===== config.mk =====
export PLATFORM = sky130hd
export DESIGN_NAME = ahp_port
export DESIGN_NICKNAME = d
export VERILOG_FILES = /design/src/hw/ahp_pkg.sv /design/src/hw/ahp_sync.sv /design/src/hw/ahp_port.sv
export SDC_FILE = /design/constraint.sdc
export NUM_CORES = 2
export LEC_CHECK = 0
export ABC_CLOCK_PERIOD_IN_PS = 103300
export BUFFER_PORTS_ARGS = -buffer_cell sky130_fd_sc_hd__clkbuf_2
export CAP_MARGIN = 20
export CORE_MARGIN = 4
export CORE_UTILIZATION = 45
export CTS_CLUSTER_DIAMETER = 40
export DETAILED_ROUTE_END_ITERATION = 16
export SLEW_MARGIN = 20
export SYNTH_ARGS = -nofsm -noshare
export SYNTH_HDL_FRONTEND = slang
export SYNTH_SLANG_ARGS = --single-unit
export TNS_END_PERCENT = 5

===== constraint.sdc =====
create_clock -name sys_clk -period 103.3 [get_ports sys_clk]
set_input_delay 20.66 -clock sys_clk [delete_from_list [all_inputs] [get_ports sys_clk]]
set_output_delay 20.66 -clock sys_clk [all_outputs]
set_load 0.02 [all_outputs]

===== src/hw/ahp_pkg.sv =====
package ahp_pkg;

    // ********
    // Widths
    // ********
    localparam int ADDR_W   = 20;
    localparam int HDATA_W  = 16;
    localparam int IDATA_W  = 32;
    localparam int NUM_REGS = 41;

    // ********
    // Address regions, taken from address bits [19:16]
    // ********
    localparam logic [3:0] REGION_REGS = 4'h0;
    localparam logic [3:0] REGION_VC   = 4'h1;
    localparam logic [3:0] REGION_DATA = 4'h2;
    localparam logic [3:0] REGION_CONN = 4'h4;

    // Register space below the low offset and from the high offset upward is reserved
    localparam logic [15:0] REG_SPACE_LO = 16'h0100;
    localparam logic [15:0] REG_SPACE_HI = 16'h0700;

    // Memory selects on the internal memory port
    localparam logic [1:0] MEM_SEL_VC   = 2'h0;
    localparam logic [1:0] MEM_SEL_DATA = 2'h1;
    localparam logic [1:0] MEM_SEL_CONN = 2'h2;

    // ********
    // Register map, dword offsets
    // ********
    localparam logic [19:0] REG_OFFSET [NUM_REGS] = '{
        20'h00100, 20'h00104, 20'h00108, 20'h0010c, 20'h00114,
        20'h00118, 20'h00120, 20'h00124, 20'h00128, 20'h00140,
        20'h00144, 20'h00148, 20'h00200, 20'h00204, 20'h00208,
        20'h0020c, 20'h00210, 20'h00214, 20'h00220, 20'h00224,
        20'h00228, 20'h00300, 20'h00320, 20'h00400, 20'h00410,
        20'h00420, 20'h00430, 20'h00440, 20'h00450, 20'h00460,
        20'h00470, 20'h00474, 20'h00480, 20'h00500, 20'h00600,
        20'h00604, 20'h00608, 20'h0060c, 20'h00610, 20'h00614,
        20'h006fc
    };

    // Indexes into the map for registers with behaviour of their own
    localparam logic [5:0] IDX_TOP_CONTROL       = 6'h00;
    localparam logic [5:0] IDX_CHIP_ID           = 6'h08;
    localparam logic [5:0] IDX_DIAGNOSTIC_WORD_0 = 6'h09;

    // Field positions
    localparam int TOP_SOFT_RESET_LSB = 0;
    localparam int TOP_SOFT_RESET_W   = 8;
    localparam int DIAG_VC_ENABLE_BIT = 0;
    localparam int ID_VERSION_LSB     = 0;
    localparam int ID_DEVICE_LSB      = 16;

    // Values after reset
    localparam logic [31:0] REG_RESET   = 32'h0000_0000;
    localparam logic [31:0] RDATA_RESET = 32'h0000_0000;
    localparam logic [15:0] HDATA_RESET = 16'h0000;
    localparam logic [19:0] ADDR_RESET  = 20'h0_0000;

    // ********
    // Access sequencer
    // ********
    typedef enum logic [2:0] {
        ST_IDLE,
        ST_DECODE,
        ST_REG,
        ST_MEM,
        ST_REPLY,
        ST_RELEASE
    } ahp_state_t;

endpackage


===== src/hw/ahp_sync.sv =====
`timescale 1ns/1ns
module ahp_sync #(
    parameter int W = 1
) (
    input  wire logic         sys_clk,
    input  wire logic         reset,
    input  wire logic [W-1:0] async_in,
    output logic      [W-1:0] sync_out
);

    logic [W-1:0] meta_q;

    // First stage feeds only the second stage
    always_ff @(posedge sys_clk or posedge reset) begin
        if (reset) begin
            meta_q   <= '1;
            sync_out <= '1;
        end else begin
            meta_q   <= async_in;
            sync_out <= meta_q;
        end
    end

endmodule


===== src/hw/ahp_port.sv =====
`timescale 1ns/1ns
// How it works
// - Strap low enables this port, else idle.
// - Style pin high gives ready handshake, low acknowledge.
// - Width pin high word addressing, low byte.
// - Word uses all lines, byte lower eight only.
// - Address bits 1:0 steer lanes of dword.
// - Read pin is read or data strobe.
// - Write pin is write strobe or direction.
// - Twenty address bits, select qualifies each access.
// - Registers and memories reachable, channel memory gated.
// - Host strobes synchronised before use.
// - Data and connection memory mapped, gaps reserved.
// - Channel memory mapped at 0x10000 to 0x1ffff.
// - Register space split, low and high reserved.
// - Read-only identification dword holds version, device.
// - Reserved reads zero, registers answer at once.
// - Data memory waits for switching traffic.
// - Channel memory access disabled after reset.
module ahp_port #(
    // Arbitrary neutral identity values
    parameter logic [7:0]  VERSION_CODE = 8'h01,
    parameter logic [15:0] DEVICE_CODE  = 16'h0a5a
) (
    input  wire logic        sys_clk,
    input  wire logic        reset,
    input  wire logic        host_interface_strap,
    input  wire logic        handshake_style_pin,
    input  wire logic        width_select_pin,
    input  wire logic [15:0] host_address_lines,
    input  wire logic        upper_address_bit16_pin,
    input  wire logic        upper_address_bit17_pin,
    input  wire logic        upper_address_bit18_pin,
    input  wire logic        upper_address_bit19_pin,
    input  wire logic        host_select_pin,
    input  wire logic        host_read_pin,
    input  wire logic        host_write_pin,
    input  wire logic [15:0] host_data_lines_in,
    output logic      [15:0] host_data_lines_out,
    output logic      [1:0]  host_data_lines_oe,
    output logic             handshake_reply_pin,
    output logic             mem_req,
    output logic      [1:0]  mem_sel,
    output logic      [13:0] mem_addr,
    output logic             mem_we,
    output logic      [3:0]  mem_be,
    output logic      [31:0] mem_wdata,
    input  wire logic        mem_ack,
    input  wire logic [31:0] mem_rdata,
    output logic             port_enabled,
    output logic             vc_access_enabled
);

    // ********
    // Decoding helpers
    // ********
    // Byte enables of the addressed word or byte within the dword
    function automatic logic [3:0] lane_enables(
        input logic       word_mode,
        input logic [1:0] low_addr
    );
        logic [3:0] be;
        be = 4'h0;
        if (word_mode) begin
            be = low_addr[1] ? 4'hc : 4'h3;
        end else begin
            be = 4'h1 << low_addr;
        end
        return be;
    endfunction

    // Finds the register that a dword address selects
    function automatic logic [6:0] reg_lookup(input logic [19:0] addr);
        logic [6:0] res;
        res = 7'h00;
        for (int i = 0; i < ahp_pkg::NUM_REGS; i++) begin
            if (ahp_pkg::REG_OFFSET[i][19:2] == addr[19:2]) begin
                res = {1'b1, 6'(i)};
            end
        end
        return res;
    endfunction

    // ********
    // Strap capture
    // ********
    logic strap_taken_q;
    logic port_en_q;
    logic ready_style_q;

    // Straps are caught on the first edge after reset release
    always_ff @(posedge sys_clk or posedge reset) begin
        if (reset) begin
            strap_taken_q <= 1'b0;
            port_en_q     <= 1'b0;
            ready_style_q <= 1'b1;
        end else if (!strap_taken_q) begin
            strap_taken_q <= 1'b1;
            port_en_q     <= !host_interface_strap;
            ready_style_q <= handshake_style_pin;
        end
    end

    assign port_enabled = port_en_q;

    // ********
    // Strobe synchronisers
    // ********
    logic [2:0] strobe_raw;
    logic [2:0] strobe_sync;
    logic       sel_low_s;
    logic       rd_pin_s;
    logic       wr_pin_s;
    logic       strobe_on;
    logic       is_write;

    assign strobe_raw = {host_select_pin, host_read_pin, host_write_pin};

    ahp_sync #(
        .W (3)
    ) u_sync (
        .sys_clk     (sys_clk),
        .reset       (reset),
        .async_in    (strobe_raw),
        .sync_out    (strobe_sync)
    );

    assign sel_low_s = strobe_sync[2];
    assign rd_pin_s  = strobe_sync[1];
    assign wr_pin_s  = strobe_sync[0];

    // Ready style: separate read and write strobes.
    // Acknowledge style: data strobe plus direction, low meaning write.
    always_comb begin
        if (ready_style_q) begin
            strobe_on = !sel_low_s && (!rd_pin_s || !wr_pin_s);
            is_write  = !wr_pin_s;
        end else begin
            strobe_on = !sel_low_s && !rd_pin_s;
            is_write  = !wr_pin_s;
        end
    end

    // ********
    // Access sequencer
    // ********
    ahp_pkg::ahp_state_t state_q;
    logic [19:0]         addr_q;
    logic                wr_q;
    logic                word_q;
    logic [15:0]         wdata_q;
    logic [31:0]         rdata_q;
    logic                reply_q;
    logic [15:0]         hdata_out_q;
    logic [1:0]          hdata_oe_q;
    logic                mem_req_q;
    logic [1:0]          mem_sel_q;
    logic [13:0]         mem_addr_q;
    logic                mem_we_q;
    logic [3:0]          mem_be_q;
    logic [31:0]         mem_wdata_q;
    logic [3:0]          region;
    logic [15:0]         region_off;
    logic [3:0]          acc_be;
    logic [31:0]         acc_wdata;
    logic [6:0]          reg_hit_idx;
    logic                reg_hit;
    logic [5:0]          reg_idx;
    logic                vc_en;
    logic                reg_space;
    logic [31:0]         reg_read_word;

    assign region      = addr_q[19:16];
    assign region_off  = addr_q[15:0];
    assign acc_be      = lane_enables(word_q, addr_q[1:0]);
    assign acc_wdata   = word_q ? {2{wdata_q}}
                                : {4{wdata_q[7:0]}};
    assign reg_hit_idx = reg_lookup(addr_q);
    assign reg_hit     = reg_hit_idx[6];
    assign reg_idx     = reg_hit_idx[5:0];
    assign reg_space   = (region == ahp_pkg::REGION_REGS)
                      && (region_off >= ahp_pkg::REG_SPACE_LO)
                      && (region_off <  ahp_pkg::REG_SPACE_HI);

    always_ff @(posedge sys_clk or posedge reset) begin
        if (reset) begin
            state_q     <= ahp_pkg::ST_IDLE;
            addr_q      <= ahp_pkg::ADDR_RESET;
            wr_q        <= 1'b0;
            word_q      <= 1'b1;
            wdata_q     <= ahp_pkg::HDATA_RESET;
            rdata_q     <= ahp_pkg::RDATA_RESET;
            reply_q     <= 1'b1;
            hdata_out_q <= ahp_pkg::HDATA_RESET;
            hdata_oe_q  <= 2'h0;
            mem_req_q   <= 1'b0;
            mem_sel_q   <= ahp_pkg::MEM_SEL_DATA;
            mem_addr_q  <= '0;
            mem_we_q    <= 1'b0;
            mem_be_q    <= 4'h0;
            mem_wdata_q <= ahp_pkg::REG_RESET;
        end else begin
            unique case (state_q)
                ahp_pkg::ST_IDLE: begin
                    if (port_en_q && strobe_on) begin
                        addr_q  <= {upper_address_bit19_pin,
                                    upper_address_bit18_pin,
                                    upper_address_bit17_pin,
                                    upper_address_bit16_pin,
                                    host_address_lines};
                        wr_q    <= is_write;
                        word_q  <= width_select_pin;
                        wdata_q <= host_data_lines_in;
                        // Ready drops as soon as the strobe is seen
                        if (ready_style_q) begin
                            reply_q <= 1'b0;
                        end
                        state_q <= ahp_pkg::ST_DECODE;
                    end
                end
                ahp_pkg::ST_DECODE: begin
                    rdata_q     <= ahp_pkg::RDATA_RESET;
                    mem_addr_q  <= addr_q[15:2];
                    mem_we_q    <= wr_q;
                    mem_be_q    <= acc_be;
                    mem_wdata_q <= acc_wdata;
                    if (reg_space) begin
                        state_q <= ahp_pkg::ST_REG;
                    end else if (region == ahp_pkg::REGION_VC && vc_en) begin
                        mem_sel_q <= ahp_pkg::MEM_SEL_VC;
                        mem_req_q <= 1'b1;
                        state_q   <= ahp_pkg::ST_MEM;
                    end else if (region == ahp_pkg::REGION_DATA) begin
                        mem_sel_q <= ahp_pkg::MEM_SEL_DATA;
                        mem_req_q <= 1'b1;
                        state_q   <= ahp_pkg::ST_MEM;
                    end else if (region == ahp_pkg::REGION_CONN) begin
                        mem_sel_q <= ahp_pkg::MEM_SEL_CONN;
                        mem_req_q <= 1'b1;
                        state_q   <= ahp_pkg::ST_MEM;
                    end else begin
                        // Reserved space: writes dropped, reads zero
                        state_q <= ahp_pkg::ST_REPLY;
                    end
                end
                ahp_pkg::ST_REG: begin
                    // Registers never wait on internal traffic
                    rdata_q <= reg_read_word;
                    state_q <= ahp_pkg::ST_REPLY;
                end
                ahp_pkg::ST_MEM: begin
                    // Request holds until the switching arbiter grants it
                    if (mem_ack) begin
                        mem_req_q <= 1'b0;
                        rdata_q   <= wr_q ? ahp_pkg::RDATA_RESET : mem_rdata;
                        state_q   <= ahp_pkg::ST_REPLY;
                    end
                end
                ahp_pkg::ST_REPLY: begin
                    if (!wr_q) begin
                        if (word_q) begin
                            hdata_out_q <= addr_q[1] ? rdata_q[31:16]
                                                     : rdata_q[15:0];
                            hdata_oe_q  <= 2'h3;
                        end else begin
                            hdata_out_q <= {8'h00,
                                            rdata_q[{addr_q[1:0], 3'h0} +: 8]};
                            hdata_oe_q  <= 2'h1;
                        end
                    end
                    reply_q <= ready_style_q;
                    state_q <= ahp_pkg::ST_RELEASE;
                end
                ahp_pkg::ST_RELEASE: begin
                    // Host ends the cycle by releasing its strobe
                    if (!strobe_on) begin
                        reply_q    <= 1'b1;
                        hdata_oe_q <= 2'h0;
                        state_q    <= ahp_pkg::ST_IDLE;
                    end
                end
            endcase
        end
    end

    assign host_data_lines_out = hdata_out_q;
    assign host_data_lines_oe  = hdata_oe_q;
    assign handshake_reply_pin = reply_q;
    assign mem_req             = mem_req_q;
    assign mem_sel             = mem_sel_q;
    assign mem_addr            = mem_addr_q;
    assign mem_we              = mem_we_q;
    assign mem_be              = mem_be_q;
    assign mem_wdata           = mem_wdata_q;

    // ********
    // Register file
    // ********
    logic [31:0] regs_q [ahp_pkg::NUM_REGS];
    logic        reg_write;
    logic [31:0] chip_id_word;

    assign reg_write = (state_q == ahp_pkg::ST_REG) && wr_q && reg_hit
                    && (reg_idx != ahp_pkg::IDX_CHIP_ID);

    // Byte 1 is reserved and reads zero
    assign chip_id_word = (32'(VERSION_CODE) << ahp_pkg::ID_VERSION_LSB)
                        | (32'(DEVICE_CODE)  << ahp_pkg::ID_DEVICE_LSB);

    always_comb begin
        reg_read_word = ahp_pkg::RDATA_RESET;
        if (reg_hit) begin
            if (reg_idx == ahp_pkg::IDX_CHIP_ID) begin
                reg_read_word = chip_id_word;
            end else begin
                reg_read_word = regs_q[reg_idx];
            end
        end
    end

    generate
        for (genvar g = 0; g < ahp_pkg::NUM_REGS; g++) begin : g_reg
            always_ff @(posedge sys_clk or posedge reset) begin
                if (reset) begin
                    regs_q[g] <= ahp_pkg::REG_RESET;
                end else begin
                    // Soft reset byte is a trigger and clears itself
                    if (g == int'(ahp_pkg::IDX_TOP_CONTROL)) begin
                        regs_q[g][ahp_pkg::TOP_SOFT_RESET_LSB +:
                                  ahp_pkg::TOP_SOFT_RESET_W] <= 8'h00;
                    end
                    if (reg_write && reg_idx == 6'(g)) begin
                        for (int b = 0; b < 4; b++) begin
                            if (acc_be[b]) begin
                                regs_q[g][b*8 +: 8] <= acc_wdata[b*8 +: 8];
                            end
                        end
                    end
                end
            end
        end
    endgenerate

    assign vc_en =
        regs_q[ahp_pkg::IDX_DIAGNOSTIC_WORD_0][ahp_pkg::DIAG_VC_ENABLE_BIT];

    // Registered copy so the output comes from a flip-flop
    logic vc_en_q;

    always_ff @(posedge sys_clk or posedge reset) begin
        if (reset) begin
            vc_en_q <= 1'b0;
        end else begin
            vc_en_q <= vc_en;
        end
    end

    assign vc_access_enabled = vc_en_q;

endmodule


# --- Word level (Yosys, flattened, before mapping) ---
# Cells that the tools add are included.
totals:
  out_inout_bits: 75
  input_bits: 77
  wordCells: 606
  register_bits: 1468
classes:
  order_cmp: 3
  bitwise_logic: 3
  n_shift: 2
  n_reduce_logical: 234
  muxes: 82
  n_eq_ne: 97
op_table:
  columns: ["cell", "count"]
  rows:
  - ["AND reduction 2 bit", 166]
  - ["== test 9 x 18 -> 1 bit (first input constant)", 18]
  - ["two-way mux 7 bit", 41]
  - ["two-way mux 32 bit", 7]
  - ["== test 7 x 18 -> 1 bit (first input constant)", 12]
  - ["== test 8 x 18 -> 1 bit (first input constant)", 11]
  - ["binary-select mux 32 bit (select 6 bit)", 1]
  - ["== test 6 x 5 -> 1 bit (second input constant)", 16]
  - ["case mux 32 bit (3 select lines)", 1]
  - ["== test 6 bit (second input constant)", 9]
  - ["logical AND 1 bit", 50]
  - ["== test 6 x 4 -> 1 bit (second input constant)", 8]
  - ["two-way mux 16 bit", 2]
  - ["variable part select 32 x 6 -> 8 bit", 1]
  - ["== test 6 x 3 -> 1 bit (second input constant)", 4]
  - ["two-way mux 3 bit", 7]
  - ["case mux 3 bit (6 select lines)", 1]
  - ["greater-or-equal comparator 16 x 9 -> 1 bit (second input constant)", 1]
  - ["< comparator 16 x 11 -> 1 bit (second input constant)", 1]
  - ["two-way mux 8 bit", 2]
  - ["== test 6 x 2 -> 1 bit (second input constant)", 2]
  - ["two-way mux 2 bit", 6]
  - ["!= test 2 bit (second input constant)", 6]
  - ["two-way mux 1 bit", 9]
  - ["other kinds (26)", 39]

# --- Longest topological paths before layout ---
depth:
  word_depth: 49
  ltp_mapped: 18

# --- Cells and area by module ---
# Synthesis repeated with hierarchy kept, for this count alone.
unflattened:
  cells_unflattened: 6542
  hier_area_um2: 67517.3
modules_own_cells:
  columns: ["mod", "cells_per_inst", "instances", "seq_area_each_um2", "area_per_inst_um2"]
  rows:
  - ["ahp_port", 6535, 1, 36064.6, 67355.8]
  - ["ahp_sync", 7, 1, 157.7, 161.4]

# --- Least setup slack after synthesis ---
# Ideal clock, no wire load.
synth_path:
  path_kind: "input to register"
  start: "in mem_ack"
  end: "reg rdata_q[0]"
  arrival_time_ps: 21949
  cell_stages: 9
  setup_slack_ps: 81227
  setup_ps: 124
  required_ps: 103176
  cell_sequence: "nor2_1 nor3_1 nand2_1 a21oi_1 nand2_1 a221oi_1 o21ai_0 and3_1 o31a_1"
synth_via:
  elab_chain_len: 2
synth_lines:
  columns: ["element", "line", "source"]
  rows:
  - ["start, declared", "ahp_port.sv:48", "input wire logic mem_ack,"]
  - ["!= test 2 bit (no source line)", null, null]
  - ["AND reduction 2 bit (no source line)", null, null]
  - ["end signal, assigned", "ahp_port.sv:192", "rdata_q <= ahp_pkg::RDATA_RESET;"]
  - ["end signal, assigned", "ahp_port.sv:222", "rdata_q <= ahp_pkg::RDATA_RESET;"]
  - ["end signal, assigned", "ahp_port.sv:248", "rdata_q <= reg_read_word;"]
  - ["end, declared", "ahp_port.sv:152", "logic [31:0] rdata_q;"]
# No other way between the ends.
# A chain may end at the register's enable or synchronous reset.

==> qor.csv <==
stage,metric,value,unit
status,status,finished clean,
yosys,synth_area,0.0663,mm²
detailed_routing,vias_per_cell,6.05,
placed_design,dp_hpwl,148000,µm
timing,rsz0062_at_grt,no,
layout,syn_to_final_growth,14.4,%
cts,cts_buffer_depth,3,
die,dieHeight,392,µm
cts,cts_tree,built,
timing,fmax,41.7,MHz
detailed_routing,drt_wl_total,232000,µm
placed_design,gp_congestion,0.956,
min_path,min_to,u_sync.sync_out[2]$_DFF_PP1_,
cts,postCtsHoldBufs,0,
die,io_pins,152,
die,design.core.area,0.146,mm²
timing,setup_ws,79.35,ns
detailed_routing,drtPass1Iterations,6,
layout,finish.utilization,0.519,
critical_path,cp_cell_sequence,"clkbuf_2, inv_8, buf_12, buf_4, buf_4, buf_4",
die,die_w,392,µm
timing,clock_skew,0.0301,ns
critical_path,reg2reg_depth,14,
critical_path,cp_top_family,buffers and inverters,
die,start_util,0.454,
global_routing,antenna_found_initial,13,
detailed_routing,drt_iter0_drc,5375,
timing,finalSetupViolCount,0,
timing,holdWs,0.358,ns
detailed_routing,drt_drc_violations_left,0,
layout,layoutNonFillerInstCount,8685,
yosys,ys_seq_area_frac,0.548,
placed_design,dpl.cell_count,8296,
die,rows,140,
cts,clock_sinks,1451,
cts,cts_made_buffers,204,
detailed_routing,num_vias,52500,
critical_path,path_buf_inv,6,
global_routing,overflow,0,
yosys,synth.avg_cell_area,9.96,µm²
critical_path,path_max_fanout,145,
layout,fin_nets,6664,
critical_path,arrival,24.78,ns
critical_path,startpoint_type,primary input,
critical_path,r2r_end,rdata_q[16]$_DFFE_PP0P_,
min_path,hp-class,flop to flop,
critical_path,r2r_slack,96.43,ns
critical_path,critPathRequiredTime,104.13,ns
yosys,async_flop_share,1.00,
global_routing,grt_usage,0.301,
die,die_area,0.154,mm²
timing,tightest_slew,1.28,ns
min_path,min_from,u_sync.meta_q[2]$_DFF_PP1_,
timing,slew_headroom,0.141,
critical_path,cpMostUsedCell,buf_4,
global_routing,grt_pass1_vias,50700,
cts,clk_latency,0.85,ns
timing,finalSetupTns,0,ns
job,maxCapViolations,0,
timing,finalCritPeriodShare,0.232,
yosys,synth_edf_count,0,
detailed_routing,ant_nets,0,
pwr,power-per-cell-area,21.9,mW/mm²
yosys,synth_seq_cells,1451,
timing,slew_viol_final,0,
yosys,synthFlopType,dfrtp_1,
critical_path,timing.rr.start,addr_q[10]$_DFFE_PP0P_,
detailed_routing,wire_per_inst,26.7,µm
global_routing,grt_pass1_wl,346000,µm
yosys,netlist-cell-type-count,82,
layout,drive_above_1_share,0.210,
yosys,yosys_warnings,0,
placed_design,dpl_worst_slack,78.35,ns
critical_path,slowest_delay,0.87,ns
yosys,syn_nets,6731,
cts,ctsResizeCount,0,
pwr,p_leak,0.0349,µW
critical_path,endpoint_kind,async pin,
min_path,worstHoldPathCells,0,
cts,postCtsSetupBuffers,0,
cts,path_clk_slew,0.06,ns
global_routing,grt_max_degree,178,
pwr,ir_worst_vdd,27.0,µV
critical_path,cp_slowest_cell,buf_4,
cts,h-tree-depth,4,
timing,hold_violations,0,
critical_path,criticalPathCategory,primary input to async pin,
placed_design,portBuffers,151,
cts,clockRootBuffer,clkbuf_16,
timing,min_period,23.95,ns
yosys,syn_inst,6654,
## cell usage after synthesis (all sizes together) (42+ instances only)
cell type / instances / area (µm²)
a21oi: 305 / 1530
clkbuf: 412 / 1550
nor2: 137 / 541
mux2i: 127 / 1270
nand2: 1727 / 6530
a31oi: 42 / 263
buf: 139 / 687
a221oi: 67 / 587
a221o: 72 / 721
o21ai: 802 / 4010
dfrtp: 1441 / 36100
nand3: 216 / 1080
mux2: 680 / 7660
nor3: 53 / 275
## cells in the final DEF (no fill, tap or decap), types with 22 or more instances in the layout
master	instances
mux2_2	671
a31oi_1	42
o22ai_1	38
and3_1	37
mux2i_1	119
o21ai_0	765
a221oi_1	67
a221o_1	72
a21oi_1	304
bufinv_16	25
o211ai_1	22
nor2_1	129
dfrtp_1	1433
nand2_1	1717
clkinv_2	43
nor3_1	35
clkbuf_1	25
nand4_1	24
clkbuf_2	151
buf_4	113
nand3_1	213
o21ai_1	36
clkbuf_8	24
clkbuf_16	205
o2111ai_1	25
## worst reg2reg max path, cell delays in order, from the launching register on
cell       delay (ns)
dfrtp_1          0.70
nor4_4           0.78
nand4_1          0.19
a2111oi_0        0.44
buf_1            0.24
or4_1            0.34
o21a_4           0.48
buf_4            0.69
buf_4            0.67
buf_4            0.67
a221oi_1         0.18
a311oi_1         0.50
o2111a_1         0.37
a21oi_1          0.21
a211oi_1         0.33
## how the worst max path moves through the flow
| stage | from | endpoint | cells after the start |
|---|---|---|---|
| 3_3_place_gp | reset | regs_q[355]$_DFFE_PP0P_ | 6 |
| 5_1_grt | reset | regs_q[354]$_DFFE_PP0P_ | 6 |
| 3_5_place_dp | reset | regs_q[355]$_DFFE_PP0P_ | 6 |
| 4_1_cts | reset | regs_q[354]$_DFFE_PP0P_ | 6 |
| 6_report | reset | regs_q[384]$_DFFE_PP0P_ | 6 |
| 2_1_floorplan | reset | addr_q[0]$_DFFE_PP0P_ | 1 |
## metal layers
metal	routed length (µm)	vias up	track usage
li1	-	23100	-
met1	98300	26500	0.420
met2	101000	2358	0.449
met3	21700	526	0.0751
met4	10500	8	0.125
met5	55	-	0
## stage by stage
stage | cell area, µm² | total power (µW)
after floorplan | 66300 | 809
after detailed placement | 68600 | 940
final | 75800 | 1660
after global placement | 68600 | 939
after CTS | 75800 | 1670
after global routing | 75800 | 1720
## logic make-up after synthesis
logic type	Yosys count	share of synthesized area
buf+inv	557	0.0340
mux	815	0.137
flops	1451	0.548
other cells	1	0.0000566
simple gates	2328	0.148
xor+xnor	4	0.000529
compound gates	1498	0.132
## power breakdown
group	switching (µW)	leakage [µW]	internal (µW)
Combinational	230	0.0113	69.4
Clock	278	0.00350	448
Sequential	44.3	0.0201	591
Total	553	0.0349	1110
## cell type report
type / count / area (µm²)
multi-input cells: 4646 / 28000
diodes: 1 / 2.50
clock inverters: 132 / 1650
fillers: 13300 / 70200
flip-flops and latches: 1451 / 36300
well taps: 1917 / 2400
clock buffers: 254 / 5550
repair buffers: 278 / 1840
inverters: 6 / 30.0
## flip-flops by register name (all words and copies together), names as in the netlist
| register | count |
|---|---|
| addr_q | 20 |
| mem_we | 1 |
| u_sync.meta_q | 3 |
| mem_addr | 14 |
| wr_q | 1 |
| host_data_lines_oe | 2 |
| ready_style_q | 1 |
| mem_be | 4 |
| vc_access_enabled | 1 |
| state_q | 3 |
| host_data_lines_out | 16 |
| mem_req | 1 |
| port_enabled | 1 |
| mem_sel | 2 |
| mem_wdata | 16 |
| handshake_reply_pin | 1 |
| rdata_q | 32 |
| wdata_q | 16 |
| u_sync.sync_out | 3 |
| word_q | 1 |
| strap_taken_q | 1 |
| regs_q | 1311 |
Note: power is estimated with default switching activity, not from simulation.
